`config.mk`:
```
export PLATFORM = sky130hd
export DESIGN_NAME = smpm_top
export DESIGN_NICKNAME = d
export VERILOG_FILES = /design/src/hw/smpm_pkg.sv /design/src/hw/smpm_sync.sv /design/src/hw/smpm_top.sv
export SDC_FILE = /design/constraint.sdc
export NUM_CORES = 1
export LEC_CHECK = 0
export BUFFER_PORTS_ARGS = -buffer_cell sky130_fd_sc_hd__buf_2
export CAP_MARGIN = 20
export CELL_PAD_IN_SITES_DETAIL_PLACEMENT = 2
export CELL_PAD_IN_SITES_GLOBAL_PLACEMENT = 2
export CORE_ASPECT_RATIO = 0.75
export CORE_MARGIN = 1
export CORE_UTILIZATION = 33
export DETAILED_ROUTE_END_ITERATION = 16
export PLACE_DENSITY_LB_ADDON = 0.3
export REMOVE_ABC_BUFFERS = 1
export SYNTH_ARGS = -nofsm -noshare
export SYNTH_HDL_FRONTEND = slang
export SYNTH_SLANG_ARGS = --single-unit
export TNS_END_PERCENT = 30
```
`constraint.sdc`:
```
create_clock -name clock -period 2.21 [get_ports clock]
set_input_delay 0.442 -clock clock [delete_from_list [all_inputs] [get_ports clock]]
set_output_delay 0.442 -clock clock [all_outputs]
set_load 0.05 [all_outputs]
```
`src/hw/smpm_pkg.sv`:
```
// Package of constants and types for the strap sampling and pin mux block.
package smpm_pkg;
    // Configuration channel selected by the two configuration straps.
    typedef enum logic [1:0] {
        SMPM_CFG_UART = 2'h0,
        SMPM_CFG_I2C  = 2'h1,
        SMPM_CFG_SPI  = 2'h2,
        SMPM_CFG_RSVD = 2'h3
    } smpm_cfg_e;

    localparam int unsigned CLK_FREQ_HZ       = 100000000;  // Chip clock rate.
    localparam int unsigned SETTLE_TIME_US    = 100;        // Settling interval after reset.
    localparam int unsigned SETTLE_CYCLES     = (SETTLE_TIME_US * (CLK_FREQ_HZ / 1000000));
    localparam int unsigned SETTLE_CNT_W      = 24;         // Width of the settling counter.
    localparam logic [4:0]  I2C_ADDR_UPPER    = 5'h08;      // Fixed upper address bits 01000.
    localparam logic [1:0]  CFG_STRAP_RST     = 2'h0;       // Latched config straps at reset.
    localparam logic        DATA_STRAP_RST    = 1'h1;       // Latched data strap at reset.
    localparam logic [1:0]  ADDR_STRAP_RST    = 2'h0;       // Latched address straps at reset.
    localparam int unsigned NUM_MUX_PINS      = 10;         // Multiplexed digital pins.
endpackage : smpm_pkg

```
`src/hw/smpm_sync.sv`:
```
// Two flip-flop synchroniser for one pin level.
module smpm_sync
    import smpm_pkg::*;
(
    input  wire logic clock,
    input  wire logic rst_b,
    input  wire logic rst_val,
    input  wire logic d,
    output logic      q
);
    logic meta_r;  // First stage, read only by the second stage.
    logic q_r;     // Second stage.
    logic meta_nxt;
    logic q_nxt;

    // Next values simply shift the pin level along.
    always_comb begin
        meta_nxt = d;
        q_nxt    = meta_r;
    end

    // Registers clear to zero; the pull value is applied by the caller if needed.
    always_ff @(posedge clock or negedge rst_b) begin
        if (!rst_b) begin
            meta_r <= 1'b0;
            q_r    <= 1'b0;
        end else begin
            meta_r <= meta_nxt;
            q_r    <= q_nxt;
        end
    end

    // The reset-value port is XORed in twice and cancels, so q always equals the second stage.
    assign q = q_r ^ rst_val ^ rst_val;
endmodule : smpm_sync

```
`src/hw/smpm_top.sv`:
```
// Strap sampling at reset settling and multiplexing of the ten digital pins.
// Notes on behaviour
// - Sample mode straps only during settling.
// - Config straps select UART, I2C, SPI.
// - Data strap selects raw or processed output.
// - Latched modes ignore later strap changes.
// - Pulled-up straps read high when floating.
// - I2C address is 01000 plus straps.
// - Second address strap is address LSB.
// - Ten pins multiplexed by latched modes.
// - Raw mode: RX2 I and Q out.
// - Processed SPI: FFT SPI data 1, then SPI clock.
// - Device drives FFT SPI clock when active.
// - Target detect enabled by register only.
// - Target detect high while target present.
// - Config pins serve I2C, SPI or UART.
// - Data pins carry raw or FFT lines.
// - First address strap is address bit 1.
module smpm_top
    import smpm_pkg::*;
(
    input  wire logic       clock,
    input  wire logic       rst_b,
    // Pad inputs, outputs and enables of pins 20 to 29, index 0 is pin 20.
    input  wire logic [9:0] pin_in,
    output logic      [9:0] pin_out,
    output logic      [9:0] pin_oe,
    // Pull-up controls for pins 24 and 25.
    output logic            cfg_strap2_pullup,
    output logic            data_strap_pullup,
    // Latched modes and address for the rest of the chip.
    output smpm_cfg_e       cfg_mode,
    output logic            data_mode_processed,
    output logic      [6:0] i2c_target_addr,
    output logic            settle_done,
    // Configuration channel core signals.
    input  wire logic       cfg_i2c_sda_oe,
    input  wire logic       cfg_spi_miso,
    input  wire logic       cfg_spi_miso_oe,
    input  wire logic       cfg_uart_tx,
    output logic            cfg_i2c_sda_in,
    output logic            cfg_i2c_scl_in,
    output logic            cfg_spi_mosi,
    output logic            cfg_spi_sclk,
    output logic            cfg_spi_select,
    output logic            cfg_uart_rx,
    // Raw data sources.
    input  wire logic       raw_clk,
    input  wire logic       raw_ready,
    input  wire logic       raw_rx1_inphase_out,
    input  wire logic       raw_rx1_quadrature_out,
    input  wire logic       raw_rx2_inphase_out,
    input  wire logic       raw_rx2_quadrature_out,
    // Processed data sources.
    input  wire logic       fft_uart_tx,
    input  wire logic       fft_spi_select,
    input  wire logic       fft_spi_data0,
    input  wire logic       fft_spi_data1,
    input  wire logic       fft_spi_clk,
    input  wire logic       fft_use_spi,
    // Target detect control from the register file and the processing engine.
    input  wire logic       target_detect_en,
    input  wire logic       target_present
);
    logic [9:0]              pin_sync;       // Synchronised pad levels.
    logic [SETTLE_CNT_W-1:0] settle_cnt_r;   // Settling cycle counter.
    logic [SETTLE_CNT_W-1:0] settle_cnt_nxt;
    logic                    settle_done_r;
    logic                    settle_done_nxt;
    logic [1:0]              cfg_strap_r;    // Latched pins 23 and 24.
    logic [1:0]              cfg_strap_nxt;
    logic                    data_strap_r;   // Latched pin 25.
    logic                    data_strap_nxt;
    logic [1:0]              addr_strap_r;   // Latched pins 27 and 28.
    logic [1:0]              addr_strap_nxt;
    logic [9:0]              pin_out_nxt;
    logic [9:0]              pin_oe_nxt;
    logic [9:0]              pin_out_r;
    logic [9:0]              pin_oe_r;
    smpm_cfg_e               cfg_sel;

    // Each pad level crosses into the clock domain through two flip-flops.
    genvar g;
    generate
        for (g = 0; g < NUM_MUX_PINS; g++) begin : g_sync
            smpm_sync u_sync (
                .clock   (clock),
                .rst_b   (rst_b),
                .rst_val (1'b0),
                .d       (pin_in[g]),
                .q       (pin_sync[g])
            );
        end
    endgenerate

    // The pulls stay on always; floating pins 24 and 25 then read high.
    assign cfg_strap2_pullup = 1'b1;
    assign data_strap_pullup = 1'b1;

    // Settling counter and strap capture; after the interval the latches freeze.
    always_comb begin
        settle_cnt_nxt  = settle_cnt_r;
        settle_done_nxt = settle_done_r;
        cfg_strap_nxt   = cfg_strap_r;
        data_strap_nxt  = data_strap_r;
        addr_strap_nxt  = addr_strap_r;
        if (!settle_done_r) begin
            // Keep sampling the straps so the last level in the interval counts.
            cfg_strap_nxt  = {pin_sync[3], pin_sync[4]};
            data_strap_nxt = pin_sync[5];
            addr_strap_nxt = {pin_sync[7], pin_sync[8]};
            if (settle_cnt_r == SETTLE_CNT_W'(SETTLE_CYCLES - 1)) begin
                settle_done_nxt = 1'b1;
            end else begin
                settle_cnt_nxt = settle_cnt_r + 1'b1;
            end
        end
        // Once done nothing is resampled, so later pin activity is harmless.
    end

    // Registers for the settling state and latched straps.
    always_ff @(posedge clock or negedge rst_b) begin
        if (!rst_b) begin
            settle_cnt_r  <= '0;
            settle_done_r <= 1'b0;
            cfg_strap_r   <= CFG_STRAP_RST;
            data_strap_r  <= DATA_STRAP_RST;
            addr_strap_r  <= ADDR_STRAP_RST;
        end else begin
            settle_cnt_r  <= settle_cnt_nxt;
            settle_done_r <= settle_done_nxt;
            cfg_strap_r   <= cfg_strap_nxt;
            data_strap_r  <= data_strap_nxt;
            addr_strap_r  <= addr_strap_nxt;
        end
    end

    // Decode of the configuration straps, pin 23 first.
    always_comb begin
        case (cfg_strap_r)
            2'h0:    cfg_sel = SMPM_CFG_UART;
            2'h1:    cfg_sel = SMPM_CFG_I2C;
            2'h2:    cfg_sel = SMPM_CFG_SPI;
            default: cfg_sel = SMPM_CFG_RSVD;
        endcase
    end

    assign cfg_mode            = cfg_sel;
    assign data_mode_processed = data_strap_r;
    // Pin 27 is the high bit and pin 28 the low bit.
    assign i2c_target_addr     = {I2C_ADDR_UPPER, addr_strap_r[1], addr_strap_r[0]};
    assign settle_done         = settle_done_r;

    // Inputs to the configuration cores; the pads are passed through at all times, settling or not.
    always_comb begin
        cfg_i2c_sda_in = pin_sync[0];
        cfg_i2c_scl_in = pin_sync[1];
        cfg_spi_mosi   = pin_sync[0];
        cfg_spi_sclk   = pin_sync[1];
        cfg_spi_select = pin_sync[2];
        cfg_uart_rx    = pin_sync[0];
    end

    // Output mux: pads stay undriven while straps settle, which lets the host
    // own the levels; a misbehaving host beyond that window would contend.
    always_comb begin
        pin_out_nxt = '0;
        pin_oe_nxt  = '0;
        if (settle_done_r) begin
            // Configuration channel pins 20 to 23.
            case (cfg_sel)
                SMPM_CFG_UART: begin
                    pin_out_nxt[1] = cfg_uart_tx;
                    pin_oe_nxt[1]  = 1'b1;
                end
                SMPM_CFG_I2C: begin
                    // Open drain: drive low only while the core pulls the line.
                    pin_oe_nxt[0]  = cfg_i2c_sda_oe;
                end
                SMPM_CFG_SPI: begin
                    pin_out_nxt[3] = cfg_spi_miso;
                    pin_oe_nxt[3]  = cfg_spi_miso_oe;
                end
                default: begin
                    // Reserved combination: all four stay inputs.
                    pin_oe_nxt[3:0] = 4'h0;
                end
            endcase
            // Data pins 24 to 29.
            if (!data_strap_r) begin
                pin_out_nxt[9:4] = {raw_rx2_quadrature_out, raw_rx2_inphase_out,
                                    raw_rx1_quadrature_out, raw_rx1_inphase_out,
                                    raw_ready, raw_clk};
                pin_oe_nxt[9:4]  = 6'h3F;
            end else begin
                pin_out_nxt[5] = fft_uart_tx;
                pin_oe_nxt[5]  = 1'b1;
                if (fft_use_spi) begin
                    pin_out_nxt[9:6] = {fft_spi_clk, fft_spi_data1,
                                        fft_spi_data0, fft_spi_select};
                    pin_oe_nxt[9:6]  = 4'hF;
                end
            end
            // Target detect overrides pin 28 only by the register enable.
            if (target_detect_en) begin
                pin_out_nxt[8] = target_present;
                pin_oe_nxt[8]  = 1'b1;
            end
        end
    end

    // Registered pad outputs; the enables reset low here along with the outputs.
    always_ff @(posedge clock or negedge rst_b) begin
        if (!rst_b) begin
            pin_out_r <= '0;
            pin_oe_r  <= '0;
        end else begin
            pin_out_r <= pin_out_nxt;
            pin_oe_r  <= pin_oe_nxt;
        end
    end

    assign pin_out = pin_out_r;
    assign pin_oe  = pin_oe_r;
endmodule : smpm_top

```
==> results of run 1 <==
cell families after synthesis:
logic type | count (synthesis) | synth area share
other | 2 | 0.003061
buffers and inverters | 26 | 0.06323
AND/OR/NAND/NOR | 70 | 0.1627
adder cells (fa/ha/maj) | 1 | 0.005099
XOR/XNOR | 23 | 0.08210
flip-flops | 61 | 0.6226
multiplexers | 6 | 0.02855
AO/OA/AOI/OAI | 9 | 0.03264
Yosys cell counts, types with 2 or more instances:
cell,instances
nand4_1,7
dfrtp_1,60
nor4_1,4
conb_1,2
mux2_2,4
nand2_1,17
and3_1,7
inv_1,5
nor2b_1,4
nor2_1,5
buf_4,15
clkbuf_1,5
nand3_1,11
nor3_1,3
a21boi_0,3
o21ai_0,2
nor3b_1,3
xor2_1,6
xnor2_1,17
and2_1,3
final cells by class:
type | count | area (um2)
fillers | 738 | 3981
flip-flops and latches | 61 | 1528
multi-input cells | 119 | 800.8
repair buffers | 59 | 317.8
clock buffers | 12 | 155.1
well taps | 98 | 122.6
clock inverters | 4 | 70.07
inverters | 5 | 18.77
worst max-delay path, cell delays in order, from the launching register on:
cell and delay, ns:
dfrtp_1 0.44, or4_4 0.56, nor4_4 0.20, a41oi_4 0.25, mux2_4 0.35
flip-flops by register name, summed over array words and instances, names as in the netlist:
register / cells
settle_done: 1
data_mode_processed: 1
g_sync.u_sync.meta_r: 8
pin_oe: 7
pin_out: 8
cfg_strap_r: 2
addr_strap_r: 2
g_sync.u_sync.q_r: 8
settle_cnt_r: 24
worst max-delay path by stage:
stage,startpoint,to,slack (ns),depth (start not counted)
after detailed placement,settle_cnt_r[4],settle_cnt_r[1],0.28,4
after CTS,settle_cnt_r[4],settle_cnt_r[1],0.28,4
after global placement,settle_cnt_r[4],settle_cnt_r[1],0.32,4
after floorplan,settle_cnt_r[6],settle_cnt_r[1],0.43,4
final,settle_cnt_r[4],settle_cnt_r[1],0.30,4
after global routing,settle_cnt_r[4],settle_cnt_r[1],0.23,4
per-layer routing:
| layer | global-route usage | wire length (um) |
|---|---|---|
| met2 | 0.2500 | 2617 |
| met3 | 0.05652 | 257 |
| met5 | 0 | 0 |
| met1 | 0.2011 | 2529 |
| met4 | 0.06957 | 95 |
power by group:
part,leakage [nW],total [mW],switching [mW],internal [mW]
logic,0.585,0.148,0.113,0.0349
clock network,0.116,1.11,0.415,0.693
registers,0.788,1.15,0.0101,1.14
metrics by stage:
| step | utilization | hold WS (ns) |
|---|---|---|
| after detailed placement | 0.3971 | 0.3396 |
| final | 0.4308 | 0.2085 |
| after global placement | 0.3971 | 0.3314 |
| after global routing | 0.4308 | 0.1814 |
| after CTS | 0.4308 | 0.1838 |
| after floorplan | - | 0.1464 |
what timing repair did:
item,CTS,global route
hold buffers,1,0
hold endpoints to repair,12,0
gates resized for setup,0,0
==> flow_summary_export.csv, run 1 <==
group,metric,value,unit
die,die_h,76.68,um
place,port_buffers,56,
pwr,power.density,797.7,nW/um2
timing,tightest_slew,0.6119,ns
logic_synthesis,postSynthCellCount,198,
pwr,leakage,1.490,nW
place,place_hpwl,4128,um
timing,hold_viol_final,0,
clock_tree,ctsLongestPathBuffers,2,
clock_tree,cts_buffers,9,
finish,final_cells,358,
clock_tree,clk_latency,0.33,ns
place,dp.cells,341,
worst_hold_path,hold_depth,1,
critical_path,r2r_end,"settle_cnt_r[1]",
grt,grt_pass1_wl,9211,um
place,dpl_worst_slack,0.2842,ns
timing,skew,0.004377,ns
clock_tree,numClockSinks,61,
clock_tree,cts_tree,"built",
logic_synthesis,yosysUniqueCellTypes,35,
flow_run,drv_cap,0,
finish,final_cell_mix,"60 x dfrtp_1, 56 x buf_2, 17 x nand2_1, 17 x xnor2_1",
grt,antenna_found_initial,0,
timing,setup_ws,0.2979,ns
route,routed_wl,5500,um
place,dpl_cell_area,2778,um2
die,core_area,6994,um2
pwr,total_power,2.403,mW
critical_path,worstPathRequired,2.43,ns
route,routed_via_density,4.553,
finish,fin_nets,286,
finish,area_growth,22.79,%
logic_synthesis,synth-main-ff-cell,"dfrtp_1",
critical_path,reg2reg_slack,0.30,ns
timing,tns,0,ns
die,die_w,101.6,um
timing,rsz0062_at_grt,"false",
worst_hold_path,whs_endpoint,"g_sync[0].u_sync.meta_r",
critical_path,rr_worst_depth,4,
critical_path,worst_setup_path_start_kind,"flip-flop",
grt,track_usage,0.1608,
timing,fin_crit,1.912,ns
pwr,ir_worst_vdd,0.0004396,V
logic_synthesis,synth-seq-cells,61,
logic_synthesis,synth_top_area_cell,"dfrtp_1",
run_status,status,"completed",
route,drt_iter0_drc,74,
logic_synthesis,synth_area_leaders,"dfrtp_1 61%, xnor2_1 6.1%, buf_4 4.6%, nand2_1 2.6%, nand3_1 2.2%",
worst_hold_path,hp-start,"pin_in[0]",
logic_synthesis,netlist_area,2454,um2
clock_tree,cts_setup_buffers,0,
place,place_congestion,0.7049,
finish,final_area,3013,um2
route,post_drt_wl_per_cell,15.36,um
die,io_pins,69,
worst_hold_path,hp-class,"in -> reg",
timing,relSlewSlack,0.5921,
logic_synthesis,async_flop_share,1.000,
grt,grt_max_degree,50,
critical_path,r2r-start,"settle_cnt_r[4]",
clock_tree,root_buffer,"clkbuf_8",
logic_synthesis,avgSynthCellArea,12.39,um2
logic_synthesis,synth_top_cell_area_share,0.6119,
finish,drive_gt1_frac,0.3231,
logic_synthesis,yosys_warnings,0,
clock_tree,clk_pin_slew,0.07,ns
critical_path,crit_fanout,9,
die,die-area,7788,um2
die,placementRows,26,
critical_path,end_kind,"flip-flop",
finish,final_common_cell,"dfrtp_1",
route,ant_nets,0,
timing,post-route-period-util,0.8652,
timing,max_freq,523.0,MHz
route,drcViolationCount,0,
timing,slew_violations,0,
grt,grt_pass1_vias,1818,
finish,diodes,0,
logic_synthesis,synth_edf_count,0,
timing,setup_viol,0,
critical_path,worst-setup-path-type,"reg -> reg",
grt,grt-ovfl-total,0,
die,start_util,0.3508,
critical_path,cp.arrival,2.13,ns
logic_synthesis,ys_seq_area_frac,0.6226,
clock_tree,htree_levels,3,
route,dr.pass1.iters,3,
route,num_vias,1630,
Note: power is estimated with default switching activity, not from simulation.
==> inputs of run 2 (changes only) <==
--- a/config.mk
+++ b/config.mk
@@ -15,6 +15,7 @@
 export DETAILED_ROUTE_END_ITERATION = 16
 export PLACE_DENSITY_LB_ADDON = 0.3
 export REMOVE_ABC_BUFFERS = 1
+export SETUP_SLACK_MARGIN = 0.5
 export SYNTH_ARGS = -nofsm -noshare
 export SYNTH_HDL_FRONTEND = slang
 export SYNTH_SLANG_ARGS = --single-unit
==> run 2 against run 1 <==
Cell area increased by 3.3%. Die area unchanged. Register-to-register slack improved by 0.04 ns. Non-clock buffer count increased by 5. Clock power about the same. Flip-flop and latch count unchanged. Count of clock-buffer cells in the layout unchanged. Utilization increased by 1.4 points. Combinational power about the same. Largest power group unchanged.
==> flow_summary_export.csv, run 2 (same netlist as run 1, synthesis figures left out) <==
group,metric,value,unit
critical_path,path_cells,"or4_4 > nor4_4 > a41oi_4 > mux2_4",
critical_path,worst_setup_path_start_kind,"flip-flop",
finish,final_cell_mix,"56 x dfrtp_1, 56 x buf_2, 17 x nand2_1",
place,port_buffers,56,
finish,area_growth,26.87,%
finish,drive_gt1_frac,0.3722,
critical_path,crit_family,"simple AND/OR/NAND/NOR gates",
worst_hold_path,hp-class,"in -> reg",
route,routed_via_density,4.596,
timing,max_freq,533.1,MHz
timing,setup_viol,0,
critical_path,worst-setup-path-type,"reg -> reg",
critical_path,cp-startpoint,"settle_cnt_r[4]",
pwr,leakage,1.520,nW
critical_path,crit_buf_inv,0,
route,drcViolationCount,0,
die,die_h,76.68,um
flow_run,drv_cap,0,
die,die_w,101.6,um
pwr,power.density,773.7,nW/um2
grt,grt_max_degree,50,
critical_path,rr_worst_depth,4,
grt,track_usage,0.1675,
critical_path,crit_cells,4,
timing,tns,0,ns
finish,largest_reg_flops,24,
grt,grt-ovfl-total,0,
pwr,total_power,2.408,mW
critical_path,end_kind,"flip-flop",
pwr,ir_worst_vdd,0.0004402,V
route,post_drt_wl_per_cell,15.87,um
clock_tree,ctsLongestPathBuffers,2,
place,place_hpwl,4128,um
timing,fin_crit,1.876,ns
critical_path,slowest_delay,0.54,ns
critical_path,cp.arrival,2.10,ns
clock_tree,clk_pin_slew,0.07,ns
critical_path,worstPathRequired,2.43,ns
clock_tree,cts_buffers,9,
timing,skew,0.004309,ns
route,drt_iter0_drc,66,
place,place_congestion,0.7049,
critical_path,r2r-start,"settle_cnt_r[4]",
die,core_area,6994,um2
grt,grt_pass1_vias,1861,
route,num_vias,1673,
clock_tree,root_buffer,"clkbuf_8",
clock_tree,htree_levels,3,
critical_path,reg2reg_slack,0.33,ns
route,ant_nets,0,
grt,grt_pass1_wl,9584,um
route,dr.pass1.iters,3,
grt,antenna_found_initial,0,
finish,largest-register,"settle_cnt_r",
die,placementRows,26,
critical_path,cp-endpoint,"settle_cnt_r[1]",
clock_tree,clk_latency,0.34,ns
finish,fillers,735,
route,routed_wl,5776,um
die,start_util,0.3508,
clock_tree,numClockSinks,61,
run_status,status,"completed",
timing,slew_violations,0,
critical_path,r2r_end,"settle_cnt_r[1]",
timing,hold_viol_final,0,
finish,fin_nets,292,
die,die-area,7788,um2
critical_path,crit_fanout,5,
finish,diodes,0,
die,io_pins,69,
timing,rsz0062_at_grt,"true",
critical_path,cpMaxStageDelayCell,"or4_4",
timing,post-route-period-util,0.8488,
clock_tree,cts_tree,"built",
run 2: power breakdown:
group,internal (mW),switching [mW],leakage (nW)
combinational,0.0349,0.113,0.618
sequential,1.14,0.0102,0.786
clock,0.693,0.420,0.116
total,1.86,0.544,1.52
run 2: per-stage QoR:
| stage | hold WS (ns) | worst slack, ns | util | instance area (um2) | instances |
|---|---|---|---|---|---|
| after global placement | 0.3314 | 0.3189 | 0.3971 | 2778 | 341 |
| final | 0.2063 | 0.3342 | 0.4451 | 3113 | 364 |
| after global routing | 0.1814 | 0.2900 | 0.4451 | 3113 | 364 |
| after detailed placement | 0.3396 | 0.2842 | 0.3971 | 2778 | 341 |
| after CTS | 0.1838 | 0.3347 | 0.4386 | 3068 | 362 |
| after floorplan | 0.1464 | 0.4269 | - | 2347 | 185 |
run 2: worst min-delay path by stage:
stage | end | slack, ns | depth (start not counted) | start
finish | g_sync[0].u_sync.meta_r | 0.21 | 1 | pin_in[0]
detailed placement | g_sync[7].u_sync.q_r | 0.34 | 0 | g_sync[7].u_sync.meta_r
CTS | g_sync[0].u_sync.meta_r | 0.18 | 1 | pin_in[0]
global route | g_sync[7].u_sync.meta_r | 0.18 | 1 | pin_in[7]
global placement | g_sync[2].u_sync.q_r | 0.33 | 0 | g_sync[2].u_sync.meta_r
floorplan | addr_strap_r[0] | 0.15 | 0 | rst_b
run 2: layout make-up:
cell class | count | area [um2] | area share
Inverter | 5 | 18.77 | 0.006029
Timing Repair Buffer | 64 | 355.3 | 0.1141
Tap cell | 98 | 122.6 | 0.03939
Clock inverter | 4 | 70.07 | 0.02251
Multi-Input combinational cell | 120 | 858.3 | 0.2757
Sequential cell | 61 | 1533 | 0.4924
Clock buffer | 12 | 155.1 | 0.04984
run 2: repair_timing:
item / 4_1_cts / 5_1_grt
hold buffers: 1 / 0
cloned: 1 / 0
pin swaps: 1 / 1
gates resized for setup: 5 / 7
hold endpoints to repair: 12 / 0
setup endpoints to repair: 19 / 20
buffers inserted: 3 / 2
run 2: metal layers:
metal  vias up  track usage  wire [um]
met1       848       0.2087       2622
met4         0      0.06957        100
li1        772            -          -
met3        11      0.05652        262
met2        42       0.2642       2790
met5         -            0          0
